[config.mk]
export PLATFORM = sky130hd
export DESIGN_NAME = qdc_decoder
export DESIGN_NICKNAME = d
export VERILOG_FILES = /design/src/core/qdc_pkg.sv /design/src/core/qdc_sync.sv /design/src/core/qdc_decoder.sv
export SDC_FILE = /design/constraint.sdc
export NUM_CORES = 1
export LEC_CHECK = 0
export BUFFER_PORTS_ARGS = -buffer_cell sky130_fd_sc_hd__buf_2
export CAP_MARGIN = 30
export CELL_PAD_IN_SITES_DETAIL_PLACEMENT = 1
export CELL_PAD_IN_SITES_GLOBAL_PLACEMENT = 1
export CORE_UTILIZATION = 42
export CTS_BUF_LIST = sky130_fd_sc_hd__clkbuf_4
export CTS_CLUSTER_SIZE = 20
export DETAILED_ROUTE_END_ITERATION = 10
export GPL_TIMING_DRIVEN = 0
export PLACE_DENSITY_LB_ADDON = 0.3
export SLEW_MARGIN = 40
export SYNTH_ARGS = -nofsm -noshare
export SYNTH_HDL_FRONTEND = slang
export SYNTH_SLANG_ARGS = --single-unit
[constraint.sdc]
create_clock -name i_mclk -period 1.61 [get_ports i_mclk]
set_input_delay 0.2415 -clock i_mclk [delete_from_list [all_inputs] [get_ports i_mclk]]
set_output_delay 0.2415 -clock i_mclk [all_outputs]
set_load 0.02 [all_outputs]
[src/core/qdc_pkg.sv]
// Package: frame layout, target codes, span codes and reset values
`default_nettype none
package qdc_pkg;
  localparam int FRAME_BITS   = 24;
  localparam int POS_RW       = 23;
  localparam int POS_RSV      = 22;
  localparam int POS_SEL_HI   = 21;
  localparam int POS_SEL_LO   = 19;
  localparam int POS_CH_HI    = 18;
  localparam int POS_CH_LO    = 16;
  localparam int DATA_BITS    = 16;
  localparam int NUM_CH       = 4;
  localparam logic [2:0] SEL_CODE  = 3'h0;
  localparam logic [2:0] SEL_SPAN  = 3'h1;
  localparam logic [2:0] SEL_POWER = 3'h2;
  localparam logic [2:0] SEL_CTRL  = 3'h3;
  localparam logic [2:0] CH_ALL    = 3'h4;
  localparam logic [2:0] FN_NOP    = 3'h0;
  localparam logic [2:0] FN_CFG    = 3'h1;
  localparam logic [2:0] FN_CLEAR  = 3'h4;
  localparam logic [2:0] FN_LOAD   = 3'h5;
  localparam int POS_TSD      = 3;
  localparam int POS_CLAMP    = 2;
  localparam int POS_CLRSEL   = 1;
  localparam int POS_SDO_OFF  = 0;
  localparam logic [3:0] CTRL_RESET = 4'h4;
  localparam logic [2:0] SPAN_RESET = 3'h0;
  localparam logic [15:0] CODE_RESET = 16'h0000;
  localparam logic [2:0] SPAN_P5    = 3'h0;
  localparam logic [2:0] SPAN_P10   = 3'h1;
  localparam logic [2:0] SPAN_P108  = 3'h2;
  localparam logic [2:0] SPAN_B5    = 3'h3;
  localparam logic [2:0] SPAN_B10   = 3'h4;
  localparam logic [2:0] SPAN_B108  = 3'h5;
  localparam logic [15:0] CODE_ZERO_UNI = 16'h0000;
  localparam logic [15:0] CODE_MID      = 16'h8000;
  localparam logic [15:0] CODE_NEG_FS   = 16'h0000;
  localparam logic [4:0] CNT_LAST = 5'h17;
  // Link pins at rest {clock, frame line, data}: clock and frame line high
  localparam logic [2:0] PIN_IDLE = 3'h6;
endpackage : qdc_pkg
`default_nettype wire

[src/core/qdc_sync.sv]
// Two-flop synchroniser for the three serial link pins
`default_nettype none
module qdc_sync (
  input  wire logic       i_mclk,
  input  wire logic       i_resetn,
  input  wire logic [2:0] i_async,
  output logic      [2:0] o_sync
);
  logic [2:0] meta_r;
  logic [2:0] sync_r;
  // First stage only feeds the second
  always_ff @(posedge i_mclk)
  begin
    // Reset to the pins' idle levels, so no false frame or edge follows
    if (!i_resetn)
    begin
      meta_r <= qdc_pkg::PIN_IDLE;
      sync_r <= qdc_pkg::PIN_IDLE;
    end
    else
    begin
      meta_r <= i_async;
      sync_r <= meta_r;
    end
  end
  assign o_sync = sync_r;
endmodule : qdc_sync
`default_nettype wire

[src/core/qdc_decoder.sv]
// Serial command decoder for a quad voltage-output converter
`default_nettype none
// What this block does
// - Each frame is exactly 24 bits, taken as one word.
// - Bits arrive MSB first: flag first, data bit zero last.
// - Split: 23 flag, 22 reserved, 21-19 select, 18-16 channel, 15-0 data.
// - Select 000 code, 001 span, 010 power, 011 control.
// - Channel codes 0-3 pick A-D; code 4 picks all four.
// - Select 000 writes data into addressed channel code stores.
// - Resolution 16/14/12 takes bits 15-0, 15-2 or 15-4.
// - Select 001 stores low three data bits as span code.
// - Span codes 0-5 mean +5,+10,+10.8,+-5,+-10,+-10.8 volts.
// - Select 011 routes the frame to the control register.
// - Control function 001 stores thermal, clamp, clear-select, output-off.
// - Control function 000 is a no-op; data ignored.
// - Control function 100 triggers clear regardless of data.
// - Control function 101 triggers load regardless of data.
// - Staged code, span and control registers can be written and read back serially.
// - Clear sets all output codes to the clear code.
// - Load copies staged codes into the output codes.
// - Serial output on after reset; clamp on, thermal off.
// - Clear select 0 gives 0 V; 1 gives mid or negative full scale.
module qdc_decoder #(
  parameter int RES_BITS = 16
) (
  input  wire logic        i_mclk,
  input  wire logic        i_resetn,
  input  wire logic        i_sclk,
  input  wire logic        i_sync_n,
  input  wire logic        i_serial_in_line,
  output logic             o_sdo,
  output logic             o_sdo_oe,
  output logic [63:0]      o_dac_codes,
  output logic [11:0]      o_spans,
  output logic             o_thermal_en,
  output logic             o_clamp_en,
  output logic             o_update
);
  logic [2:0]  pins;
  logic        sclk_q_r, sclk_q_nxt;
  logic        sck_fall, sync_n;
  logic [23:0] shift_r, shift_nxt;
  logic [4:0]  cnt_r, cnt_nxt;
  logic        over_r, over_nxt;
  logic        in_frame_r, in_frame_nxt;
  logic [15:0] stage_r [4];
  logic [15:0] stage_nxt [4];
  logic [15:0] out_r [4];
  logic [15:0] out_nxt [4];
  logic [2:0]  span_r [4];
  logic [2:0]  span_nxt [4];
  logic [3:0]  ctrl_r, ctrl_nxt;
  logic [23:0] rd_r, rd_nxt;
  logic [15:0] rd_word;
  logic        upd_r, upd_nxt;
  logic        sdo_r, sdo_nxt;
  logic        oe_r, oe_nxt;
  logic        done;

  qdc_sync u_sync (
    .i_mclk   (i_mclk),
    .i_resetn (i_resetn),
    .i_async  ({i_sclk, i_sync_n, i_serial_in_line}),
    .o_sync   (pins)
  );

  // Mask unused low bits by resolution
  function automatic logic [15:0] res_mask(input logic [15:0] d);
    logic [15:0] m;
    m = d;
    if (RES_BITS == 14)
      m[1:0] = 2'h0;
    else if (RES_BITS == 12)
      m[3:0] = 4'h0;
    return m;
  endfunction : res_mask

  // Channel hit: own index or the all-channels code
  function automatic logic ch_hit(input logic [2:0] a, input int i);
    return (a == qdc_pkg::CH_ALL) || (a == 3'(i));
  endfunction : ch_hit

  // Clear code depends on span polarity and clear select
  function automatic logic [15:0] clr_code(input logic [2:0] sp,
                                           input logic sel);
    logic bip;
    bip = (sp >= qdc_pkg::SPAN_B5);
    if (!sel)
      return bip ? qdc_pkg::CODE_MID : qdc_pkg::CODE_ZERO_UNI;
    return bip ? qdc_pkg::CODE_NEG_FS : qdc_pkg::CODE_MID;
  endfunction : clr_code

  assign sync_n   = pins[1];
  assign sck_fall = sclk_q_r & ~pins[2];
  // Frame acts at the rising frame line, after exactly 24 bits
  assign done = in_frame_r & sync_n & (cnt_r == 5'h0) & over_r;

  // Readback word for addressed register
  always_comb
  begin
    logic [1:0] ch;
    ch = shift_r[17:16];
    rd_word = 16'h0000;
    unique case (shift_r[qdc_pkg::POS_SEL_HI:qdc_pkg::POS_SEL_LO])
      qdc_pkg::SEL_CODE: rd_word = stage_r[ch];
      qdc_pkg::SEL_SPAN: rd_word = {13'h0, span_r[ch]};
      qdc_pkg::SEL_CTRL: rd_word = {12'h0, ctrl_r};
      default:           rd_word = 16'h0000;
    endcase
  end

  // Shift, count and command decode
  always_comb
  begin
    sclk_q_nxt   = pins[2];
    shift_nxt    = shift_r;
    cnt_nxt      = cnt_r;
    over_nxt     = over_r;
    in_frame_nxt = in_frame_r;
    ctrl_nxt     = ctrl_r;
    rd_nxt       = rd_r;
    upd_nxt      = 1'b0;
    sdo_nxt      = sdo_r;
    for (int i = 0; i < qdc_pkg::NUM_CH; i++)
    begin
      stage_nxt[i] = stage_r[i];
      out_nxt[i]   = out_r[i];
      span_nxt[i]  = span_r[i];
    end
    if (!sync_n && !in_frame_r)
    begin
      in_frame_nxt = 1'b1;
      cnt_nxt      = 5'h0;
      over_nxt     = 1'b0;
    end
    else if (in_frame_r && !sync_n && sck_fall)
    begin
      shift_nxt = {shift_r[22:0], pins[0]};
      sdo_nxt   = rd_r[23];
      rd_nxt    = {rd_r[22:0], 1'b0};
      if (over_r)
        cnt_nxt = 5'h1; // Too many bits: mark count bad
      else if (cnt_r == qdc_pkg::CNT_LAST)
      begin
        cnt_nxt  = 5'h0;
        over_nxt = 1'b1;
      end
      else
        cnt_nxt = cnt_r + 5'h1;
    end
    if (sync_n && in_frame_r)
      in_frame_nxt = 1'b0;
    if (done && shift_r[qdc_pkg::POS_RW])
      rd_nxt = {8'h0, rd_word}; // Read: next frame shifts it out
    if (done && !shift_r[qdc_pkg::POS_RW])
    begin
      unique case (shift_r[qdc_pkg::POS_SEL_HI:qdc_pkg::POS_SEL_LO])
        qdc_pkg::SEL_CODE:
          for (int i = 0; i < qdc_pkg::NUM_CH; i++)
            if (ch_hit(shift_r[qdc_pkg::POS_CH_HI:qdc_pkg::POS_CH_LO], i))
              stage_nxt[i] = res_mask(shift_r[15:0]);
        qdc_pkg::SEL_SPAN:
          for (int i = 0; i < qdc_pkg::NUM_CH; i++)
            if (ch_hit(shift_r[qdc_pkg::POS_CH_HI:qdc_pkg::POS_CH_LO], i))
              span_nxt[i] = shift_r[2:0];
        qdc_pkg::SEL_CTRL:
          unique case (shift_r[qdc_pkg::POS_CH_HI:qdc_pkg::POS_CH_LO])
            qdc_pkg::FN_CFG: ctrl_nxt = shift_r[3:0];
            qdc_pkg::FN_CLEAR:
            begin
              for (int i = 0; i < qdc_pkg::NUM_CH; i++)
                out_nxt[i] = clr_code(span_r[i],
                                      ctrl_r[qdc_pkg::POS_CLRSEL]);
              upd_nxt = 1'b1;
            end
            qdc_pkg::FN_LOAD:
            begin
              for (int i = 0; i < qdc_pkg::NUM_CH; i++)
                out_nxt[i] = stage_r[i];
              upd_nxt = 1'b1;
            end
            default: ; // No-op and unused functions
          endcase
        default: ; // Power control lies outside this block
      endcase
    end
    oe_nxt = in_frame_r & ~ctrl_r[qdc_pkg::POS_SDO_OFF];
  end

  // Register all state; reset to documented defaults
  always_ff @(posedge i_mclk)
  begin
    if (!i_resetn)
    begin
      sclk_q_r   <= qdc_pkg::PIN_IDLE[2]; // Idle level: no false edge
      shift_r    <= 24'h000000;
      cnt_r      <= 5'h0;
      over_r     <= 1'b0;
      in_frame_r <= 1'b0;
      ctrl_r     <= qdc_pkg::CTRL_RESET;
      rd_r       <= 24'h000000;
      upd_r      <= 1'b0;
      sdo_r      <= 1'b0;
      oe_r       <= 1'b0;
      for (int i = 0; i < qdc_pkg::NUM_CH; i++)
      begin
        stage_r[i] <= qdc_pkg::CODE_RESET;
        out_r[i]   <= qdc_pkg::CODE_RESET;
        span_r[i]  <= qdc_pkg::SPAN_RESET;
      end
    end
    else
    begin
      sclk_q_r   <= sclk_q_nxt;
      shift_r    <= shift_nxt;
      cnt_r      <= cnt_nxt;
      over_r     <= over_nxt;
      in_frame_r <= in_frame_nxt;
      ctrl_r     <= ctrl_nxt;
      rd_r       <= rd_nxt;
      upd_r      <= upd_nxt;
      sdo_r      <= sdo_nxt;
      oe_r       <= oe_nxt;
      for (int i = 0; i < qdc_pkg::NUM_CH; i++)
      begin
        stage_r[i] <= stage_nxt[i];
        out_r[i]   <= out_nxt[i];
        span_r[i]  <= span_nxt[i];
      end
    end
  end

  assign o_dac_codes  = {out_r[3], out_r[2], out_r[1], out_r[0]};
  assign o_spans      = {span_r[3], span_r[2], span_r[1], span_r[0]};
  assign o_thermal_en = ctrl_r[qdc_pkg::POS_TSD];
  assign o_clamp_en   = ctrl_r[qdc_pkg::POS_CLAMP];
  assign o_update     = upd_r;
  assign o_sdo        = sdo_r;
  assign o_sdo_oe     = oe_r;

  // Load frame copies staged code a cycle later
  property p_load;
    @(posedge i_mclk) disable iff (!i_resetn)
    (done && !shift_r[23] && shift_r[21:19] == 3'h3 &&
     shift_r[18:16] == 3'h5) |=> (out_r[0] == $past(stage_r[0]) && upd_r);
  endproperty
  a_load: assert property (p_load) else $error("load failed");

  property p_bad_len;
    @(posedge i_mclk) disable iff (!i_resetn)
    (in_frame_r && sync_n && !over_r) |=> $stable(ctrl_r);
  endproperty
  a_bad_len: assert property (p_bad_len) else $error("short frame acted");

  property p_sdo_off;
    @(posedge i_mclk) disable iff (!i_resetn)
    ctrl_r[0] |=> !o_sdo_oe;
  endproperty
  a_sdo_off: assert property (p_sdo_off) else $error("sdo driven");

  property p_span;
    @(posedge i_mclk) disable iff (!i_resetn)
    (done && !shift_r[23] && shift_r[21:16] == 6'h0C)
      |=> span_r[0] == $past(shift_r[2:0]);
  endproperty
  a_span: assert property (p_span) else $error("span not stored");

  property p_upd_cause;
    @(posedge i_mclk) disable iff (!i_resetn)
    upd_r |-> $past(done && !shift_r[23] && shift_r[21:19] == 3'h3);
  endproperty
  a_upd_cause: assert property (p_upd_cause) else $error("stray update");

  property p_code_all;
    @(posedge i_mclk) disable iff (!i_resetn)
    (done && !shift_r[23] && shift_r[21:16] == 6'h04)
      |=> stage_r[3] == res_mask($past(shift_r[15:0]));
  endproperty
  a_code_all: assert property (p_code_all) else $error("all-ch write");

  property p_read_nochg;
    @(posedge i_mclk) disable iff (!i_resetn)
    (done && shift_r[23]) |=> ($stable(ctrl_r) && $stable(span_r[0]));
  endproperty
  a_read_nochg: assert property (p_read_nochg) else $error("read wrote");

  property p_nop;
    @(posedge i_mclk) disable iff (!i_resetn)
    (done && shift_r[21:16] == 6'h18) |=> ($stable(ctrl_r) && !upd_r);
  endproperty
  a_nop: assert property (p_nop) else $error("nop acted");

  // Clear with select 0 on a unipolar span must land on zero volts
  property p_clear;
    @(posedge i_mclk) disable iff (!i_resetn)
    (done && !shift_r[23] && shift_r[21:16] == 6'h1C) |=>
      (upd_r && ($past(ctrl_r[1]) || $past(span_r[2]) >= 3'h3 ||
                 out_r[2] == qdc_pkg::CODE_ZERO_UNI));
  endproperty
  a_clear: assert property (p_clear) else $error("clear code wrong");
endmodule : qdc_decoder
`default_nettype wire

==> impl_metrics.ini <==
[final_layout]
relative_area_change_from_synthesis_to_final_layout_pct = 35.86
finish.instance_area_um2 = 11670
postLayoutCoreUtil_pct = 59.02
final_nets = 1148
num-fill-cells = 2233
post_route_cells_drive_above_1_share_pct = 38.46

[pwr]
proportion_of_power_drawn_by_combinational_gates_pct = 1.9
p_seq_share_pct = 50.4
design_power_total_mw = 10.38
internal_power_component_mw = 7.701
cellLeakagePower_nw = 4.466
switching_share_pct = 25.80
pwr_per_cell_area_nw_per_um2 = 889.0
net-switching-power_mw = 2.678
p_clk_share_pct = 47.7
vdd.ir_drop.worst_uv = 631.6

[floorplan]
core_area_um2 = 19780
die_width_um = 145.0
die-height_um = 145.0
die-area_um2 = 21040
initial_core_util_pct = 43.44
rows = 51
pin_count = 86

[route]
final_antenna_net_count = 0
route.detailed.wl_per_inst_um = 25.62
detail_route.drc_violations = 0
detailedRoute.firstPassIterationCount = 7
drt_wl_total_um = 37000
drt-initial-drc-count = 773
viasPerCell = 5.958
dr_total_vias = 8604

[clock_network]
cts_inserted_buffers = 58
cts_htree_levels = 2
cts_max_path_buffers = 3
cts_tree = done
clkSinkCount = 211
clock_network_latency_to_the_later_pin_of_the_worst_skew_pair_ns = 0.77
cts.clk_slew.worst_paths_ns = 0.07
ctsRootBufferMaster = sky130_fd_sc_hd__clkbuf_4

[yosys]
synth_top_family_by_area = simple AND/OR/NAND/NOR gates
syn-mean-instance-area_um2 = 9.093
synth_seq_cells = 211
synth_enable_flop_cells = 0
synth_instances = 945
asyncSetResetFlopFracSynth_pct = 0
synthTopCellsByArea = sky130_fd_sc_hd__dfxtp_1 (49%), sky130_fd_sc_hd__nand2_1 (11%), sky130_fd_sc_hd__mux2i_1 (9.8%)
yosys-mux-area-fraction_pct = 15.68
yosys.area_share.xor_xnor_pct = 0.5096
synth_compound_gate_area_share_pct = 9.537
yosysWarnings = 0
synth.net_count = 952
synth_seq_area_share_pct = 49.16
synth.largest_area_cell = sky130_fd_sc_hd__dfxtp_1
synthDistinctLibCells = 55
synth_flop_cell = sky130_fd_sc_hd__dfxtp_1
synthDominantCellAreaShare_pct = 49.16
synth_simple_gate_area_share_pct = 20.47
post_synth_fa_ha_maj_area_fraction_pct = 0.2912
netlist_area_um2 = 8593

[min_path]
holdCritStartpoint = i_resetn
min-delay-path-class = in2reg

[worst_setup_path]
crit_path_top_delay_cell = sky130_fd_sc_hd__dfxtp_4
ff2ff_path_depth = 8
reg2reg_setup_slack_ns = -0.32
crit_cells = 8
worstSetupPathType = reg2reg
family_with_the_most_delay_on_the_worst_path = simple AND/OR/NAND/NOR gates
critical-path-top-cell-by-count = sky130_fd_sc_hd__buf_6
cp_cell_sequence = and4bb_1 -> buf_6 -> buf_4 -> and3_4 -> buf_6 -> buf_8 -> nand3_1 -> a21oi_1
cp_data_required_time_ns = 2.18
worstPathMaxFanout = 7
critical-path-max-stage-delay_ns = 0.35
worst-path-buf-inv = 4
crit_path_start_kind = flop
worst_setup_path_endpoint = rd_r[7]
reg2reg_to = rd_r[7]
crit_arrival_ns = 2.50
crit_path_start = cnt_r[3]
reg2reg_from = cnt_r[3]
critPathCaptureType = flop

[sta]
fin_worst_skew_ns = 0.09604
final_max_slew_viol_count = 0
slew-limit-headroom_pct = 32.99
final.setup.worst_slack_ns = -0.3165
hold_viol_final = 0
worst_max_slew_pin_slew_ns = 1.005
clock.fmax_mhz = 519.1
rsz0062_at_grt = true
hold_slack_ns = 0.2515
finalSetupViolCount = 157
fin_crit_sh_pct = 119.7
min_period_ns = 1.927

[placement]
place_worst_setup_slack_ns = -0.5110
place.gp.congestion = 0.8489
placement.cell_area_um2 = 9378
dp_hpwl_um = 19740
numPortBuffers = 84

[status]
failed_checks = setup timing
status = finished with violations

[grt]
grt_antenna_before_repair = 1
wire_length_of_the_first_global_routing_pass_um = 46150
maximum_number_of_pins_on_one_net_before_global_route_repair = 17
first_global_vias = 8334
grt.overflow.total = 0
grtUsageTotal_pct = 28.11

[flow_run]
drv.max_cap_violation_count = 0
[kinds of logic after synthesis]
logic type / count (synthesis)
AND/OR/NAND/NOR: 381
multiplexers: 113
AO/OA/AOI/OAI: 151
buffers and inverters: 82
adder cells (fa/ha/maj): 2
XOR/XNOR: 5
flip-flops: 211
[sequential cells by signal, summed over array words and instances, names as in the netlist, named ones only]
signal	cells
over_r	1
in_frame_r	1
o_sdo	1
span_r	12
shift_r	24
ctrl_r	4
sclk_q_r	1
u_sync.o_sync	3
cnt_r	5
u_sync.meta_r	3
rd_r	24
out_r	64
stage_r	64
o_update	1
o_sdo_oe	1
[metal layers]
layer | routed length (um) | global-route usage (%) | vias to the layer above | part of all wire, %
met5 | 0 | 0 | - | 0
met4 | 2484 | 15.27 | 0 | 6.7
met3 | 3142 | 6.101 | 191 | 8.5
met2 | 17330 | 45.31 | 535 | 47
met1 | 14040 | 34.96 | 4208 | 38
li1 | - | - | 3670 | -
[final cells by class]
type,count,area [um2],area share (%)
multi-input cells,652,4695,40.21
flip-flops and latches,211,4254,36.44
repair buffers,138,1082,9.270
clock buffers,87,653.1,5.594
plain buffers,70,573.1,4.908
well taps,265,331.6,2.840
clock inverters,10,46.29,0.3965
inverters,10,37.54,0.3215
diodes,1,2.502,0.02143
[how the worst min path moves through the flow]
stage,endpoint,slack (ns),cells past startpoint
detailed placement,u_sync.o_sync[1],0.40,1
floorplan,u_sync.meta_r[1],0.34,1
CTS,o_sdo_oe,0.19,4
finish,u_sync.o_sync[1],0.25,3
global route,u_sync.meta_r[1],0.24,3
global placement,u_sync.o_sync[2],0.39,1
[power by group through the flow]
stage	Combinational [mW]	Clock [mW]	Sequential, mW
after CTS	0.169	4.81	5.23
final	0.201	4.95	5.23
after global placement	0.154	0	5.35
after detailed placement	0.155	0	5.35
after global routing	0.208	5.25	5.22
after floorplan	0.0898	0	5.35
[Yosys cell counts (6+ instances only)]
cell,instances
sky130_fd_sc_hd__nand3_1,77
sky130_fd_sc_hd__buf_2,20
sky130_fd_sc_hd__mux2_2,10
sky130_fd_sc_hd__mux2i_1,84
sky130_fd_sc_hd__o21ai_1,6
sky130_fd_sc_hd__nand2b_1,7
sky130_fd_sc_hd__clkbuf_1,42
sky130_fd_sc_hd__dfxtp_1,211
sky130_fd_sc_hd__mux4_2,16
sky130_fd_sc_hd__nor2_1,14
sky130_fd_sc_hd__inv_1,8
sky130_fd_sc_hd__nand2_1,246
sky130_fd_sc_hd__a21oi_1,123
[placed cells by master (no fill, tap or decap), types with 4 or more instances in the layout]
master,n
sky130_fd_sc_hd__buf_4,25
sky130_fd_sc_hd__inv_2,5
sky130_fd_sc_hd__nand2b_1,6
sky130_fd_sc_hd__nand2_1,244
sky130_fd_sc_hd__clkinv_1,7
sky130_fd_sc_hd__a21oi_2,44
sky130_fd_sc_hd__buf_2,94
sky130_fd_sc_hd__nor2_1,12
sky130_fd_sc_hd__clkbuf_16,6
sky130_fd_sc_hd__mux4_2,16
sky130_fd_sc_hd__xnor2_1,5
sky130_fd_sc_hd__clkbuf_2,5
sky130_fd_sc_hd__clkbuf_4,93
sky130_fd_sc_hd__dfxtp_2,15
sky130_fd_sc_hd__mux2i_1,82
sky130_fd_sc_hd__clkbuf_1,21
sky130_fd_sc_hd__buf_6,21
sky130_fd_sc_hd__a21oi_1,78
sky130_fd_sc_hd__buf_12,8
sky130_fd_sc_hd__dfxtp_1,193
sky130_fd_sc_hd__o21ai_2,4
sky130_fd_sc_hd__mux2_2,10
sky130_fd_sc_hd__nand3_4,14
sky130_fd_sc_hd__nand3_1,26
sky130_fd_sc_hd__nand3_2,37
sky130_fd_sc_hd__buf_8,13
sky130_fd_sc_hd__inv_1,6
[metrics by stage]
stage	instances	setup TNS [ns]
after floorplan	945	-1.130
after global placement	1294	-79.49
after detailed placement	1294	-68.12
after CTS	1425	-4.650
after global routing	1444	-29.85
final	1444	-19.74
[worst min-delay path, stage by stage]
cell and delay, ns:
sky130_fd_sc_hd__clkbuf_1 0.23, sky130_fd_sc_hd__clkbuf_1 0.32, sky130_fd_sc_hd__nand2b_1 0.14
[repair_timing]
| action | 4_1_cts | 5_1_grt |
|---|---|---|
| pin swaps | 10 | 61 |
| setup buffers | 28 | 15 |
| gates resized for setup | 121 | 157 |
| gates cloned | 4 | 7 |
| hold endpoints to repair | 3 | 0 |
| hold buffers | 3 | 0 |
| setup endpoints to repair | 203 | 186 |
No activity file was read; power rests on OpenSTA's default activity.
